`src/pkg/tcm_glue_pkg.sv`:
```
// Purpose: Shared constants and types for the tightly coupled memory glue controller.
// Assumes: One 100 MHz clock, asynchronous active-low reset.
// Notes:   Register offsets are byte addresses on the plain register port.
`default_nettype none
package tcm_glue_pkg;
  localparam int ADDR_W    = 15;  // Word address width of the tight memory.
  localparam int BANK_BIT  = 14;  // Address bit that splits the two banks.
  localparam int DATA_W    = 32;
  localparam int LANES     = 4;
  localparam int REG_AW    = 4;
  localparam int CTL_W     = 4;
  localparam int STAT_W    = 5;
  // Register offsets.
  localparam logic [REG_AW-1:0] REG_CONTROL = 4'h0;
  localparam logic [REG_AW-1:0] REG_STATUS  = 4'h4;
  // Control field positions.
  localparam int CTL_SPEED_BIT = 0;  // 1: speed layout, 0: power layout.
  localparam int CTL_BIST_BIT  = 1;  // 1: hold the core in bus reset for memory test.
  localparam int CTL_BOOT_BIT  = 2;  // Drives the instruction memory boot pin.
  localparam int CTL_HIVEC_BIT = 3;  // Drives the high vectors pin.
  localparam logic [CTL_W-1:0] CONTROL_RESET = 4'h0;
  // Controller states, one-hot.
  typedef enum logic [2:0] {
    ST_IDLE  = 3'b001,
    ST_DMA   = 3'b010,
    ST_FORCE = 3'b100
  } glue_state_type;
  // One memory request: select, direction, byte lanes and word address.
  typedef struct packed {
    logic              sel;
    logic              write;
    logic [LANES-1:0]  lanes;
    logic [ADDR_W-1:0] addr;
  } mem_req_type;
  localparam mem_req_type MEM_REQ_RESET = '0;
endpackage
`default_nettype wire

```
`src/rtl/tcm_memory_glue.sv`:
```
// Purpose: Glue between a core data/instruction tight memory port, a DMA master and
//          two banks of byte-wide synchronous RAM, plus a pipelined sequential ROM front end.
// Assumes: All inputs synchronous to i_clk; RAM read data valid one cycle after its inputs.
// Notes:   Memory controls and the wait output are registered, one cycle behind their cause.
// Function
// - Data wait comes from nonsequential loopback or from the DMA stall.
// - After a DMA access the resumed core access gets a forced nonsequential wait.
// - Memory address and controls come from core, DMA, or the capture register.
// - DMA during a core request takes memory; core attributes are captured then.
// - Wait stays high for every cycle the DMA access is active.
// - After DMA the captured request drives memory; wait one more cycle, then drops.
// - DMA may start with no core request; wait still asserted by the stall.
// - Four byte RAMs share address and select; lane k takes bits 8k+7:8k.
// - Equal even banks share low address bits; registered upper bits pick read data.
// - Power layout: each bank select is chip select gated by bit 14.
// - Speed layout: write enable gated by bit 14; both banks share chip select.
// - ROM front end pipelines address and select and increments on active select.
// - On a nonsequential fetch the ROM address takes the registered fetch address.
// - One signal drives DMA select and DMA chip select and steers lane/data muxes.
// - For memory test the core is held in bus reset; test logic is not reset.
//
// The implementer's own choices: the strobed register port and the placing of the registers.
`timescale 1ns/1ps
`default_nettype none
module tcm_memory_glue
  import tcm_glue_pkg::*;
(
  input  wire logic              i_clk,
  input  wire logic              i_rst_b,
  // Register port.
  input  wire logic [REG_AW-1:0] i_reg_addr,
  input  wire logic [DATA_W-1:0] i_reg_wdata,
  input  wire logic              i_reg_write,
  input  wire logic              i_reg_read,
  output logic      [DATA_W-1:0] o_reg_rdata,
  // Core data tight memory port.
  input  wire logic [ADDR_W-1:0] i_data_tight_memory_word_address,
  input  wire logic              i_data_tight_memory_chip_select,
  input  wire logic              i_data_tight_memory_sequential,
  input  wire logic [LANES-1:0]  i_data_tight_memory_byte_lane_strobe,
  input  wire logic              i_data_tight_memory_write_not_read,
  input  wire logic [DATA_W-1:0] i_data_tight_memory_write_data,
  output logic                   o_data_tight_memory_wait,
  output logic      [DATA_W-1:0] o_data_tight_memory_read_data,
  output logic                   o_data_tight_memory_dma_select,
  output logic                   o_data_tight_memory_dma_chip_select,
  // DMA master.
  input  wire logic              i_dma_stall,
  input  wire logic [ADDR_W-1:0] i_dma_address,
  input  wire logic              i_dma_write,
  input  wire logic [LANES-1:0]  i_dma_lanes,
  input  wire logic [DATA_W-1:0] i_dma_write_data,
  // RAM banks.
  output logic      [ADDR_W-1:0] o_mem_address,
  output logic      [DATA_W-1:0] o_mem_write_data,
  output logic                   o_bank_low_select,
  output logic                   o_bank_high_select,
  output logic      [LANES-1:0]  o_bank_low_write_enable,
  output logic      [LANES-1:0]  o_bank_high_write_enable,
  input  wire logic [DATA_W-1:0] i_bank_low_read_data,
  input  wire logic [DATA_W-1:0] i_bank_high_read_data,
  // Instruction side and ROM front end.
  input  wire logic [ADDR_W-1:0] i_instruction_tight_memory_address,
  input  wire logic              i_instruction_tight_memory_chip_select,
  input  wire logic              i_instruction_tight_memory_sequential,
  output logic                   o_instruction_tight_memory_wait,
  output logic      [ADDR_W-1:0] o_rom_address,
  output logic                   o_rom_select,
  // Core straps and test hold.
  output logic                   o_instruction_tight_memory_boot_enable_pin,
  output logic                   o_high_vectors_pin,
  output logic                   o_core_bus_reset_b
);

  // Byte write enables of one bank: each lane strobe is qualified by the bank write.
  function automatic logic [LANES-1:0] lane_enables(input logic          wr,
                                                    input logic [LANES-1:0] lanes);
    lane_enables = wr ? lanes : 4'h0;
  endfunction

  glue_state_type    state_reg, state_next;
  mem_req_type       cap_reg, cap_next;
  logic              cap_valid_reg, cap_valid_next;
  logic              wait_reg, wait_next;
  logic              dma_sel_reg, dma_sel_next;
  mem_req_type       mem_reg, mem_next;
  logic [DATA_W-1:0] wdata_reg, wdata_next;
  logic              low_sel_reg, low_sel_next;
  logic              high_sel_reg, high_sel_next;
  logic [LANES-1:0]  low_we_reg, low_we_next;
  logic [LANES-1:0]  high_we_reg, high_we_next;
  logic              rd_bank_reg, rd_bank_next;
  logic [DATA_W-1:0] rdata_reg, rdata_next;
  logic              resume;
  logic              speed;
  logic [CTL_W-1:0]  ctl_reg, ctl_next;
  logic              core_rst_b_reg, core_rst_b_next;
  logic [DATA_W-1:0] reg_rdata_reg, reg_rdata_next;
  logic [ADDR_W-1:0] rom_addr_reg, rom_addr_next;
  logic              rom_sel_reg, rom_sel_next;
  logic              iwait_reg, iwait_next;

  assign speed  = ctl_reg[CTL_SPEED_BIT];
  // The postponed core request restarts in the cycle the DMA stall drops.
  assign resume = (state_reg == ST_DMA) && !i_dma_stall && cap_valid_reg;

  // Arbitration, capture, wait and memory steering for the data side.
  always_comb
  begin
    state_next     = state_reg;
    cap_next       = cap_reg;
    cap_valid_next = cap_valid_reg;
    mem_next       = '{sel: i_data_tight_memory_chip_select, write: i_data_tight_memory_write_not_read,
                       lanes: i_data_tight_memory_byte_lane_strobe, addr: i_data_tight_memory_word_address};
    wdata_next     = i_data_tight_memory_write_data;
    case (state_reg)
      ST_IDLE:
        if (i_dma_stall) state_next = ST_DMA;
      ST_DMA:
        if (!i_dma_stall) state_next = cap_valid_reg ? ST_FORCE : ST_IDLE;
      ST_FORCE:
        state_next = i_dma_stall ? ST_DMA : ST_IDLE;
      default:
        state_next = ST_IDLE;
    endcase
    // A core request met by DMA is held until the DMA is done.
    if (i_dma_stall && i_data_tight_memory_chip_select && !cap_valid_reg)
    begin
      cap_next       = mem_next;
      cap_valid_next = 1'b1;
    end
    if (i_dma_stall)
    begin
      // DMA owns the memory and always raises the select with it.
      mem_next   = '{sel: 1'b1, write: i_dma_write, lanes: i_dma_lanes,
                     addr: i_dma_address};
      wdata_next = i_dma_write_data;
    end
    else if (resume)
    begin
      mem_next       = cap_reg;
      mem_next.sel   = 1'b1;
      cap_valid_next = 1'b0;
    end
    // Wait: DMA stall, forced nonsequential override, or nonsequential loopback.
    wait_next = i_dma_stall || resume
                || (i_data_tight_memory_chip_select && !i_data_tight_memory_sequential);
    dma_sel_next = i_dma_stall;
    // Bank decode for the request the memory sees next.
    low_sel_next  = mem_next.sel && (speed || !mem_next.addr[BANK_BIT]);
    high_sel_next = mem_next.sel && (speed || mem_next.addr[BANK_BIT]);
    low_we_next   = lane_enables(mem_next.write && (!speed || !mem_next.addr[BANK_BIT]),
                                 mem_next.lanes);
    high_we_next  = lane_enables(mem_next.write && (!speed || mem_next.addr[BANK_BIT]),
                                 mem_next.lanes);
    // Read data: the bank bit of the request the RAM just took picks the bank.
    rd_bank_next = mem_reg.addr[BANK_BIT];
    rdata_next   = rd_bank_reg ? i_bank_high_read_data : i_bank_low_read_data;
  end

  // Registers of the data side.
  always_ff @(posedge i_clk or negedge i_rst_b)
  begin
    if (!i_rst_b)
    begin
      state_reg     <= ST_IDLE;
      cap_reg       <= MEM_REQ_RESET;
      cap_valid_reg <= 1'b0;
      wait_reg      <= 1'b0;
      dma_sel_reg   <= 1'b0;
      mem_reg       <= MEM_REQ_RESET;
      wdata_reg     <= '0;
      low_sel_reg   <= 1'b0;
      high_sel_reg  <= 1'b0;
      low_we_reg    <= 4'h0;
      high_we_reg   <= 4'h0;
      rd_bank_reg   <= 1'b0;
      rdata_reg     <= '0;
    end
    else
    begin
      state_reg     <= state_next;
      cap_reg       <= cap_next;
      cap_valid_reg <= cap_valid_next;
      wait_reg      <= wait_next;
      dma_sel_reg   <= dma_sel_next;
      mem_reg       <= mem_next;
      wdata_reg     <= wdata_next;
      low_sel_reg   <= low_sel_next;
      high_sel_reg  <= high_sel_next;
      low_we_reg    <= low_we_next;
      high_we_reg   <= high_we_next;
      rd_bank_reg   <= rd_bank_next;
      rdata_reg     <= rdata_next;
    end
  end

  // Register port, straps, test hold and the sequential ROM front end.
  always_comb
  begin
    ctl_next       = ctl_reg;
    reg_rdata_next = '0;
    if (i_reg_write && (i_reg_addr == REG_CONTROL))
      ctl_next = i_reg_wdata[CTL_W-1:0];
    if (i_reg_read && (i_reg_addr == REG_CONTROL))
      reg_rdata_next = {{(DATA_W-CTL_W){1'b0}}, ctl_reg};
    else if (i_reg_read && (i_reg_addr == REG_STATUS))
      reg_rdata_next = {{(DATA_W-STAT_W){1'b0}}, state_reg, cap_valid_reg, wait_reg};
    // Memory test keeps the core in bus reset so its own select stays low.
    core_rst_b_next = !ctl_next[CTL_BIST_BIT];
    // ROM select follows the fetch select one cycle later.
    rom_sel_next  = i_instruction_tight_memory_chip_select;
    rom_addr_next = rom_addr_reg;
    if (i_instruction_tight_memory_chip_select && !i_instruction_tight_memory_sequential)
      rom_addr_next = i_instruction_tight_memory_address;
    else if (rom_sel_reg)
      rom_addr_next = rom_addr_reg + 15'h0001;
    // Loopback wait for nonsequential fetches, relying on the held sequential flag.
    iwait_next = i_instruction_tight_memory_chip_select && !i_instruction_tight_memory_sequential;
  end

  // Registers of the control side.
  always_ff @(posedge i_clk or negedge i_rst_b)
  begin
    if (!i_rst_b)
    begin
      ctl_reg        <= CONTROL_RESET;
      reg_rdata_reg  <= '0;
      core_rst_b_reg <= 1'b0;
      rom_addr_reg   <= '0;
      rom_sel_reg    <= 1'b0;
      iwait_reg      <= 1'b0;
    end
    else
    begin
      ctl_reg        <= ctl_next;
      reg_rdata_reg  <= reg_rdata_next;
      core_rst_b_reg <= core_rst_b_next;
      rom_addr_reg   <= rom_addr_next;
      rom_sel_reg    <= rom_sel_next;
      iwait_reg      <= iwait_next;
    end
  end

  // Outputs, each straight from its flip-flop.
  assign o_reg_rdata              = reg_rdata_reg;
  assign o_data_tight_memory_wait              = wait_reg;
  assign o_data_tight_memory_read_data         = rdata_reg;
  assign o_data_tight_memory_dma_select        = dma_sel_reg;
  assign o_data_tight_memory_dma_chip_select   = dma_sel_reg;
  assign o_mem_address            = mem_reg.addr;
  assign o_mem_write_data         = wdata_reg;
  assign o_bank_low_select        = low_sel_reg;
  assign o_bank_high_select       = high_sel_reg;
  assign o_bank_low_write_enable  = low_we_reg;
  assign o_bank_high_write_enable = high_we_reg;
  assign o_instruction_tight_memory_wait              = iwait_reg;
  assign o_rom_address            = rom_addr_reg;
  assign o_rom_select             = rom_sel_reg;
  // The device samples these straps during its reset and then follows its region registers.
  assign o_instruction_tight_memory_boot_enable_pin   = ctl_reg[CTL_BOOT_BIT];
  assign o_high_vectors_pin       = ctl_reg[CTL_HIVEC_BIT];
  assign o_core_bus_reset_b       = core_rst_b_reg;
endmodule
`default_nettype wire

```
`config.mk`:
```
export PLATFORM = sky130hd
export DESIGN_NAME = tcm_memory_glue
export DESIGN_NICKNAME = d
export VERILOG_FILES = /design/src/pkg/tcm_glue_pkg.sv /design/src/rtl/tcm_memory_glue.sv
export SDC_FILE = /design/constraint.sdc
export NUM_CORES = 1
export LEC_CHECK = 0
export BUFFER_PORTS_ARGS = -buffer_cell sky130_fd_sc_hd__buf_2
export CORE_AREA = 2 2 143 145
export CTS_CLUSTER_DIAMETER = 50
export DETAILED_ROUTE_END_ITERATION = 16
export DIE_AREA = 0 0 145 147
export HOLD_SLACK_MARGIN = 0.12
export PLACE_DENSITY_LB_ADDON = 0.25
export SETUP_SLACK_MARGIN = 0.3
export SKIP_LAST_GASP = 1
export SYNTH_ARGS = -nofsm -noshare
export SYNTH_HDL_FRONTEND = slang
export SYNTH_SLANG_ARGS = --single-unit
```
`constraint.sdc`:
```
create_clock -name i_clk -period 1.8 [get_ports i_clk]
set_clock_uncertainty 0.15 [all_clocks]
set_input_delay 0 -clock i_clk [delete_from_list [all_inputs] [get_ports i_clk]]
set_output_delay 0 -clock i_clk [all_outputs]
set_load 0.03 [all_outputs]
```
# ---- Yosys cells after proc, flatten, opt, wreduce, memory -nomap -nowiden
# Cells that the tools add are included.
# Widths: inputs -> output; s select.
dict set report word_totals {
  regBits 170
  inputBits 228
  out_inout_bits 144
  wordCells 77
}
dict set report op_classes {
  addsub 1
  eq_ne 6
  muxes 19
  n_reduce_logical 29
}
# operator count
set op_table {}
lappend op_table {{$mux 32} 2}
lappend op_table {{$mux 21} 2}
lappend op_table {{$mux 15} 2}
lappend op_table {{$add 15x1->15 const B} 1}
lappend op_table {{$logic_and 1x1->1} 13}
lappend op_table {{$mux 5} 2}
lappend op_table {{$mux 3} 3}
lappend op_table {{$pmux 3 s3} 1}
lappend op_table {{$mux 4} 2}
lappend op_table {{$logic_not 1->1} 7}
lappend op_table {{$logic_or 1x1->1} 6}
lappend op_table {{$eq 4x3->1 const B} 1}
lappend op_table {{$logic_not 4->1} 1}
lappend op_table {{$mux 2} 2}
lappend op_table {{$ne 2x2->1 const B} 2}
lappend op_table {{$eq 3x1->1 const B} 1}
lappend op_table {{$eq 3x2->1 const B} 1}
lappend op_table {{$eq 3x3->1 const B} 1}
lappend op_table {{$mux 1} 3}
lappend op_table {{$reduce_and 2->1} 1}
lappend op_table {{$reduce_bool 2->1} 1}

# ---- Longest topological paths before layout
# Gate-level depths: netlist (run 1).
dict set report depth {
  word_depth 9
  ltp_mapped 8
  ltp_nobuf 6
}

# ---- Worst setup path before layout (run 1)
# Ideal clock, no wire load.
dict set report synth_path {
  path_type {register -> register}
  from {register rom_sel_reg, in the netlist o_rom_select}
  to {register rom_addr_reg[13], in the netlist o_rom_address[13]}
  setup_time_ns 0.125
  t_arrival_ns 1.644
  t_required_ns 1.525
  slack_ns -0.118
  path_stages_with_launch 6
  cell_sequence {dfrtp_1 > clkbuf_1 > nand3_1 > nor4_1 > xor2_1 > mux2_2}
}
dict set report synth_via {
  elab_chain_cells 1
}
# element line
set synth_lines {}
lappend synth_lines {{from (decl)} tcm_memory_glue.sv:100} ;# logic rom_sel_reg, rom_sel_next;
lappend synth_lines {{from (signal assigned)} tcm_memory_glue.sv:240} ;# rom_sel_reg <= rom_sel_next;
lappend synth_lines {{$reduce_bool 2->1 (no line)} --}
lappend synth_lines {{to (signal assigned)} tcm_memory_glue.sv:239} ;# rom_addr_reg <= rom_addr_next;
lappend synth_lines {{to (decl)} tcm_memory_glue.sv:99} ;# logic [ADDR_W-1:0] rom_addr_reg, rom_addr_next;
# Every way passes these cells.
# A chain may end at the register's enable or synchronous reset.

# ---- Worst setup path after layout (run 1)
dict set report layout_path {
  from {register state_reg[0]}
  to {register high_we_reg[0], in the netlist o_bank_high_write_enable[0]}
}
dict set report layout_via {
  elab_chain_cells 8
}
# element line
set layout_lines {}
lappend layout_lines {{from (decl)} tcm_memory_glue.sv:81} ;# glue_state_type state_reg, state_next;
lappend layout_lines {{from (signal assigned)} tcm_memory_glue.sv:182} ;# state_reg <= state_next;
lappend layout_lines {{$eq 3x2->1 *} tcm_memory_glue.sv:105} ;# assign resume = (state_reg == ST_DMA) && !i_dma_stall && cap_valid_reg;
lappend layout_lines {{$logic_and 1x1->1 * (2 in series)} tcm_memory_glue.sv:105}
lappend layout_lines {{$mux 21 *} tcm_memory_glue.sv:139} ;# else if (resume)
lappend layout_lines {{$mux 21 *} tcm_memory_glue.sv:132} ;# if (i_dma_stall)
lappend layout_lines {{$logic_or 1x1->1} tcm_memory_glue.sv:154} ;# high_we_next = lane_enables(mem_next.write && (!speed || mem_next.addr[BANK_BIT]),
lappend layout_lines {{$logic_and 1x1->1} tcm_memory_glue.sv:154}
lappend layout_lines {{$mux 4 *} tcm_memory_glue.sv:78} ;# lane_enables = wr ? lanes : 4'h0;
lappend layout_lines {{net high_we_next[0]} tcm_memory_glue.sv:91} ;# logic [LANES-1:0] high_we_reg, high_we_next;
lappend layout_lines {{to (signal assigned)} tcm_memory_glue.sv:192} ;# high_we_reg <= high_we_next;
lappend layout_lines {{to (decl)} tcm_memory_glue.sv:91}
# The timed path passes the listed nets; every way through them passes the cells marked *.

==> results of run 1 <==
layout by cell type (no fill, tap or decap), drive strengths merged, types with 10 or more instances in the layout:
cell type    count
conb            27
a21oi           11
clkbuf          22
mux2            89
dlygate4sd3    205
inv             21
o21ai           17
nand2           20
o22ai           10
buf            360
dfrtp          142
cell families (layout without fill, tap and decap cells):
family | Yosys count | in the layout
other | 1 | 28
flip-flops | 143 | 143
adder cells (fa/ha/maj) | 1 | 1
XOR/XNOR | 16 | 16
multiplexers | 95 | 95
AO/OA/AOI/OAI | 60 | 60
AND/OR/NAND/NOR | 62 | 62
buffers and inverters | 72 | 618
where the power goes:
part           total (W)  switching [W]  leakage (nW)  internal, W
sequential       0.00420       0.000353          1.69      0.00385
clock            0.00357        0.00136         0.291      0.00221
combinational    0.00357        0.00189          3.40      0.00168
final timing paths:
kind | slack [ps] | end | start | cells after the start
worst min-delay path | 80 | o_bank_low_write_enable[3]$_DFF_PN0_ | i_dma_stall | 5
worst max register to register | 90 | o_bank_high_write_enable[0]$_DFF_PN0_ | state_reg[0]$_DFFE_PN1P_ | 6
max in group asynchronous | 420 | o_mem_write_data[25]$_DFF_PN0_ | i_rst_b | 4
min in group asynchronous | 460 | o_rom_address[12]$_DFFE_PN0P_ | i_rst_b | 3
worst max-delay path | 90 | o_bank_high_write_enable[0]$_DFF_PN0_ | state_reg[0]$_DFFE_PN1P_ | 6
worst min register to register | 250 | rd_bank_reg$_DFF_PN0_ | o_mem_address[14]$_DFF_PN0_ | 0
cell type report:
type | count | area [um2]
Fill cell | 1659 | 8810
Timing Repair Buffer | 566 | 4140
Sequential cell | 143 | 3600
Multi-Input combinational cell | 261 | 2290
Clock buffer | 21 | 450
Tap cell | 270 | 338
Clock inverter | 11 | 140
Inverter | 20 | 80.1
Antenna cell | 1 | 2.50
metrics by stage:
step                instances  utilization [%]  hold slack [ps]  cell area, um2
floorplan                 476                -             -446            6180
global placement         1032             40.2             -199            7980
detailed placement       1032             40.2             -194            7980
CTS                      1288             55.2             -223           11000
global route             1293             55.6              134           11000
finish                   1293             55.6             83.1           11000
critical path: stages (launching register included):
cell	delay [ps]
sky130_fd_sc_hd__dfstp_2	520
sky130_fd_sc_hd__and4bb_4	210
sky130_fd_sc_hd__nand2b_4	90
sky130_fd_sc_hd__inv_4	40
sky130_fd_sc_hd__a221oi_4	310
sky130_fd_sc_hd__buf_6	170
sky130_fd_sc_hd__a211oi_1	70
what timing repair did:
| item | 4_1_cts | 5_1_grt |
|---|---|---|
| pin swaps | 12 | 5 |
| setup endpoints to repair | 47 | 181 |
| cloned | 3 | 0 |
| hold endpoints to repair | 285 | 5 |
| resized for setup | 32 | 11 |
| setup buffers | 18 | 2 |
| hold buffers | 203 | 3 |
per-layer routing:
layer	up-vias	GRT usage (%)	share of wire [%]
met5	-	0	0
met2	222	32.9	51
li1	2635	-	-
met4	0	6.68	1.7
met1	2633	22.4	41
met3	27	5.68	6.5
==> impl_metrics.prom, run 1 <==
# TYPE chip_impl_metric gauge
chip_impl_info{name="outcome",value="finished, final reports clean"} 1
chip_impl_metric{name="cellLeakagePower",unit="nW"} 5.38
chip_impl_metric{name="final_period_minus_worst_setup_slack",unit="ps"} 1710
chip_impl_metric{name="final.setup.tns",unit="ps"} 0
chip_impl_metric{name="wl_per_cell",unit="um"} 15.5
chip_impl_metric{name="dp_hpwl",unit="um"} 12700
chip_impl_metric{name="slew_headroom",unit="%"} 65.6
chip_impl_metric{name="slew_violations",unit=""} 0
chip_impl_metric{name="synth.ff_latch_count",unit=""} 143
chip_impl_metric{name="synth.lib_cells_used.distinct",unit=""} 43
chip_impl_metric{name="synth_fa_ha_area_share",unit="%"} 0.210
chip_impl_metric{name="vias_per_cell",unit=""} 4.27
chip_impl_metric{name="place_worst_setup_slack",unit="ps"} 54.7
chip_impl_metric{name="drt_iter0_markers",unit=""} 137
chip_impl_metric{name="detailedRoute.firstPassIterationCount",unit=""} 4
chip_impl_metric{name="fp.coreArea",unit="um2"} 19800
chip_impl_metric{name="synth-compound-area-share",unit="%"} 7.26
chip_impl_info{name="synth_top_family_by_area",value="multiplexers"} 1
chip_impl_metric{name="power_density_over_the_cells",unit="nW/um2"} 1030
chip_impl_info{name="tritoncts",value="built"} 1
chip_impl_info{name="worst_hold_path_type",value="input pin to register"} 1
chip_impl_metric{name="globalRouteOverflowTotal",unit=""} 0
chip_impl_info{name="worstSetupPathType",value="register to register"} 1
chip_impl_info{name="clock_tree.root_cell",value="sky130_fd_sc_hd__clkbuf_16"} 1
chip_impl_metric{name="fp.dieH",unit="um"} 147
chip_impl_metric{name="finalWirelength",unit="um"} 20000
chip_impl_info{name="grt_setup_unrepaired",value="true"} 1
chip_impl_metric{name="floorplan.die_area",unit="um2"} 21300
chip_impl_metric{name="post_synth.cell_area_avg",unit="um2"} 13.2
chip_impl_metric{name="synth_simple_gate_area_share",unit="%"} 5.42
chip_impl_info{name="post-synth-top-count-cell",value="sky130_fd_sc_hd__dfrtp_1"} 1
chip_impl_metric{name="wp_data_arrival",unit="ps"} 1820
chip_impl_metric{name="final_nets",unit=""} 1238
chip_impl_metric{name="yosysWarnings",unit=""} 0
chip_impl_metric{name="worst_skew_pair.late_latency",unit="ps"} 410
chip_impl_metric{name="total_power",unit="W"} 0.0113
chip_impl_metric{name="placement.io_buffers",unit=""} 316
chip_impl_metric{name="cts_buffer_depth",unit=""} 2
chip_impl_info{name="ys_dominant_reg_cell",value="sky130_fd_sc_hd__dfrtp_1"} 1
chip_impl_metric{name="yosys.area_share.xor_xnor",unit="%"} 2.35
chip_impl_metric{name="synthMuxAreaShare",unit="%"} 17.8
chip_impl_metric{name="cp.required",unit="ps"} 1910
chip_impl_metric{name="globalplace.congestion",unit=""} 0.735
chip_impl_metric{name="fraction_of_synthesis_flops_using_an_asynchronous_set_or_reset_pin",unit="%"} 100
chip_impl_metric{name="worst-path-max-fanout",unit=""} 5
chip_impl_metric{name="first_global_vias",unit=""} 6061
chip_impl_metric{name="routed-via-count",unit=""} 5517
chip_impl_metric{name="post_synth_instance_area",unit="um2"} 5960
chip_impl_metric{name="synth_enable_flop_cells",unit=""} 0
chip_impl_info{name="synth_top_cell_by_area",value="sky130_fd_sc_hd__dfrtp_1"} 1
chip_impl_metric{name="tightestPinTransition",unit="ps"} 516
chip_impl_info{name="post_synth_main_area_contributors",value="sky130_fd_sc_hd__dfrtp_1 60%, sky130_fd_sc_hd__mux2_1 16%, sky130_fd_sc_hd__buf_4 3.5%, sky130_fd_sc_hd__xnor2_1 1.3%, sky130_fd_sc_hd__nand2_1 1.3%"} 1
chip_impl_metric{name="power.ir.vdd_worst",unit="mV"} 0.668
chip_impl_metric{name="grt_max_degree",unit=""} 53
chip_impl_metric{name="number_of_h_tree_levels",unit=""} 4
chip_impl_metric{name="post-route-drc-count",unit=""} 0
chip_impl_metric{name="hold_viol_final",unit=""} 0
chip_impl_metric{name="postSynthCellCount",unit=""} 450
chip_impl_metric{name="cts.sinks",unit=""} 143
chip_impl_metric{name="grt_antenna_before_repair",unit=""} 1
chip_impl_metric{name="synth_top_area_share",unit="%"} 59.6
chip_impl_metric{name="drive_gt1_share",unit="%"} 44.2
chip_impl_metric{name="grt_util_all_layers",unit="%"} 19.0
chip_impl_metric{name="final_critical_path_setup_slack",unit="ps"} 90.7
chip_impl_metric{name="achievable-frequency",unit="MHz"} 585
chip_impl_metric{name="start_util",unit="%"} 30.0
chip_impl_info{name="worst_setup_path_end_kind",value="register"} 1
chip_impl_metric{name="area_delta_synth_final",unit="%"} 85.2
chip_impl_metric{name="io_pins",unit=""} 372
chip_impl_metric{name="cts_buffers",unit=""} 17
chip_impl_metric{name="max-cap-violations",unit=""} 0
chip_impl_metric{name="finalCritPeriodShare",unit="%"} 95.0
chip_impl_metric{name="die-width",unit="um"} 145
chip_impl_metric{name="antenna_left",unit=""} 0
chip_impl_info{name="timing.critical_path.from_type",value="register"} 1
chip_impl_metric{name="final_setup_fails",unit=""} 0
chip_impl_info{name="synth_commonest_cells",value="142 x sky130_fd_sc_hd__dfrtp_1, 87 x sky130_fd_sc_hd__mux2_1, 28 x sky130_fd_sc_hd__buf_4"} 1
chip_impl_metric{name="fp-row-count",unit=""} 52
chip_impl_metric{name="first_pass_grt_wire_length",unit="um"} 31800
chip_impl_metric{name="clk_transition_reported_paths",unit="ps"} 60
chip_impl_metric{name="synth_seq_area_share",unit="%"} 60.1
Note: power is estimated with default switching activity, not from simulation.
==> run 2, diff against run 1 <==
- CORE_AREA: 2 2 143 145 -> 2 2 145 147
- CTS_BUF_LIST: not set -> sky130_fd_sc_hd__clkbuf_8
- DIE_AREA: 0 0 145 147 -> 0 0 147 149
==> run 2 against run 1 <==
  * Synthesized cell count unchanged
  * Area after synthesis unchanged
  * The run now fails in clock tree synthesis (4_1_cts)
==> impl_metrics.prom, run 2 <==
# TYPE chip_impl_metric gauge
chip_impl_metric{name="fp.dieH",unit="um"} 149
chip_impl_metric{name="postSynthCellCount",unit=""} 450
chip_impl_metric{name="fp-row-count",unit=""} 53
chip_impl_metric{name="cts_buffer_depth",unit=""} 2
chip_impl_metric{name="start_util",unit="%"} 29.0
chip_impl_metric{name="post_synth_instance_area",unit="um2"} 5960
chip_impl_metric{name="io_pins",unit=""} 372
chip_impl_info{name="post-synth-top-count-cell",value="sky130_fd_sc_hd__dfrtp_1"} 1
chip_impl_metric{name="placement.io_buffers",unit=""} 316
chip_impl_metric{name="cts_hold_buffers",unit=""} 216
chip_impl_info{name="first-error",value="[ERROR RSZ-0060] Max buffer count reached."} 1
chip_impl_info{name="outcome",value="aborted with a tool error"} 1
chip_impl_metric{name="dp_hpwl",unit="um"} 12300
chip_impl_info{name="synth_commonest_cells",value="142 x sky130_fd_sc_hd__dfrtp_1, 87 x sky130_fd_sc_hd__mux2_1, 28 x sky130_fd_sc_hd__buf_4"} 1
chip_impl_metric{name="cts.sinks",unit=""} 143
chip_impl_metric{name="synth_enable_flop_cells",unit=""} 0
chip_impl_metric{name="synth.lib_cells_used.distinct",unit=""} 43
chip_impl_metric{name="cts_buffers",unit=""} 17
chip_impl_info{name="post_synth_main_area_contributors",value="sky130_fd_sc_hd__dfrtp_1 60%, sky130_fd_sc_hd__mux2_1 16%, sky130_fd_sc_hd__buf_4 3.5%, sky130_fd_sc_hd__xnor2_1 1.3%, sky130_fd_sc_hd__nand2_1 1.3%"} 1
chip_impl_metric{name="fraction_of_synthesis_flops_using_an_asynchronous_set_or_reset_pin",unit="%"} 100
chip_impl_info{name="last-stage-reached",value="clock tree synthesis (4_1_cts)"} 1
chip_impl_metric{name="post_synth.cell_area_avg",unit="um2"} 13.2
chip_impl_metric{name="synth_top_area_share",unit="%"} 59.6
chip_impl_metric{name="post_cts_resize_count",unit=""} 32
chip_impl_metric{name="synth_seq_area_share",unit="%"} 60.1
chip_impl_info{name="synth_top_cell_by_area",value="sky130_fd_sc_hd__dfrtp_1"} 1
chip_impl_metric{name="synth.ff_latch_count",unit=""} 143
chip_impl_metric{name="die-width",unit="um"} 147
chip_impl_metric{name="cts.repair_timing.setup_buffer_count",unit=""} 6
chip_impl_metric{name="number_of_h_tree_levels",unit=""} 4
chip_impl_info{name="clock_tree.root_cell",value="sky130_fd_sc_hd__clkbuf_8"} 1
chip_impl_info{name="ys_dominant_reg_cell",value="sky130_fd_sc_hd__dfrtp_1"} 1
chip_impl_metric{name="globalplace.congestion",unit=""} 0.733
chip_impl_metric{name="yosysWarnings",unit=""} 0
==> run 2: cell counts after synthesis <==
Identical to the previous run, type by type.
==> run 2: cells by family after synthesis <==
kind of cell | Yosys count | share of synthesized area, %
AOI/OAI and AO/OA | 60 | 7.26
xor gates and xnor gates | 16 | 2.35
adders and majority gates | 1 | 0.210
buffers and inverters | 72 | 6.80
DFF | 143 | 60.1
muxes | 95 | 17.8
other | 1 | 0.0629
and+or+nand+nor | 62 | 5.42
==> run 2: per-stage QoR <==
| stage | setup TNS (ps) | cells | util, % | setup slack (ps) | cell area, um2 |
|---|---|---|---|---|---|
| after floorplan | -324 | 476 | - | -48.7 | 6180 |
| after global placement | 0 | 1039 | 38.9 | 61.3 | 8000 |
| after detailed placement | 0 | 1039 | 38.9 | 39.0 | 8000 |
==> run 3, diff against run 2 <==
- CORE_AREA: 2 2 145 147 -> not set
- CORE_MARGIN: not set -> 2
- CORE_UTILIZATION: not set -> 30
- CTS_BUF_LIST: sky130_fd_sc_hd__clkbuf_8 -> not set
- CTS_CLUSTER_DIAMETER: 50 -> not set
- DIE_AREA: 0 0 147 149 -> not set
- HOLD_SLACK_MARGIN: 0.12 -> not set
- PLACE_DENSITY_LB_ADDON: 0.25 -> 0.15
- SETUP_SLACK_MARGIN: 0.3 -> not set
- clock period: 1.8 -> 2.3 ns (I/O delays scaled with it)
==> run 3 against run 2 <==
  * The flow again stops in clock tree synthesis (4_1_cts)
  * Area after synthesis did not move
  * Synthesized cell count did not move
==> impl_metrics.prom, run 3 <==
# TYPE chip_impl_metric gauge
chip_impl_info{name="post_synth_main_area_contributors",value="sky130_fd_sc_hd__dfrtp_1 60%, sky130_fd_sc_hd__mux2_1 16%, sky130_fd_sc_hd__buf_4 3.5%, sky130_fd_sc_hd__xnor2_1 1.3%, sky130_fd_sc_hd__nand2_1 1.3%"} 1
chip_impl_metric{name="fraction_of_synthesis_flops_using_an_asynchronous_set_or_reset_pin",unit="%"} 100
chip_impl_metric{name="placement.io_buffers",unit=""} 316
chip_impl_metric{name="cts.sinks",unit=""} 143
chip_impl_metric{name="dp_hpwl",unit="um"} 12600
chip_impl_metric{name="globalplace.congestion",unit=""} 0.848
chip_impl_info{name="first-error",value="[ERROR RSZ-0060] Max buffer count reached."} 1
chip_impl_info{name="post-synth-top-count-cell",value="sky130_fd_sc_hd__dfrtp_1"} 1
chip_impl_metric{name="yosysWarnings",unit=""} 0
chip_impl_metric{name="number_of_h_tree_levels",unit=""} 4
chip_impl_metric{name="post_cts_resize_count",unit=""} 0
chip_impl_metric{name="fp.dieH",unit="um"} 145
chip_impl_info{name="synth_commonest_cells",value="142 x sky130_fd_sc_hd__dfrtp_1, 87 x sky130_fd_sc_hd__mux2_1, 28 x sky130_fd_sc_hd__buf_4"} 1
chip_impl_metric{name="cts_hold_buffers",unit=""} 211
chip_impl_metric{name="postSynthCellCount",unit=""} 450
chip_impl_metric{name="fp-row-count",unit=""} 51
chip_impl_metric{name="synth.ff_latch_count",unit=""} 143
chip_impl_info{name="synth_top_cell_by_area",value="sky130_fd_sc_hd__dfrtp_1"} 1
chip_impl_metric{name="cts_buffers",unit=""} 17
chip_impl_info{name="clock_tree.root_cell",value="sky130_fd_sc_hd__clkbuf_16"} 1
chip_impl_metric{name="post_synth_instance_area",unit="um2"} 5960
chip_impl_metric{name="start_util",unit="%"} 30.6
chip_impl_metric{name="synth_seq_area_share",unit="%"} 60.1
chip_impl_metric{name="cts.repair_timing.setup_buffer_count",unit=""} 0
chip_impl_info{name="last-stage-reached",value="clock tree synthesis (4_1_cts)"} 1
chip_impl_metric{name="cts_buffer_depth",unit=""} 2
chip_impl_metric{name="die-width",unit="um"} 145
chip_impl_metric{name="io_pins",unit=""} 372
chip_impl_metric{name="synth_top_area_share",unit="%"} 59.6
chip_impl_info{name="outcome",value="aborted with a tool error"} 1
chip_impl_metric{name="post_synth.cell_area_avg",unit="um2"} 13.2
chip_impl_metric{name="synth_enable_flop_cells",unit=""} 0
chip_impl_metric{name="synth.lib_cells_used.distinct",unit=""} 43
chip_impl_info{name="ys_dominant_reg_cell",value="sky130_fd_sc_hd__dfrtp_1"} 1
chip_impl_metric{name="place_worst_setup_slack",unit="ps"} 235
run 3: cell counts after synthesis:
No cell type changed its count.
run 3: cells by family after synthesis:
family / count (synthesis) / synth area share [%]
AO/OA/AOI/OAI: 60 / 7.26
XOR/XNOR: 16 / 2.35
adder cells (fa/ha/maj): 1 / 0.210
buffers and inverters: 72 / 6.80
flip-flops: 143 / 60.1
multiplexers: 95 / 17.8
other: 1 / 0.0629
AND/OR/NAND/NOR: 62 / 5.42
run 3: per-stage QoR:
stage | std cells | util [%] | area (um2) | hold WS, ps
global placement | 1015 | 39.8 | 7740 | -262
floorplan | 476 | - | 6060 | -446
detailed placement | 1015 | 39.8 | 7740 | -260
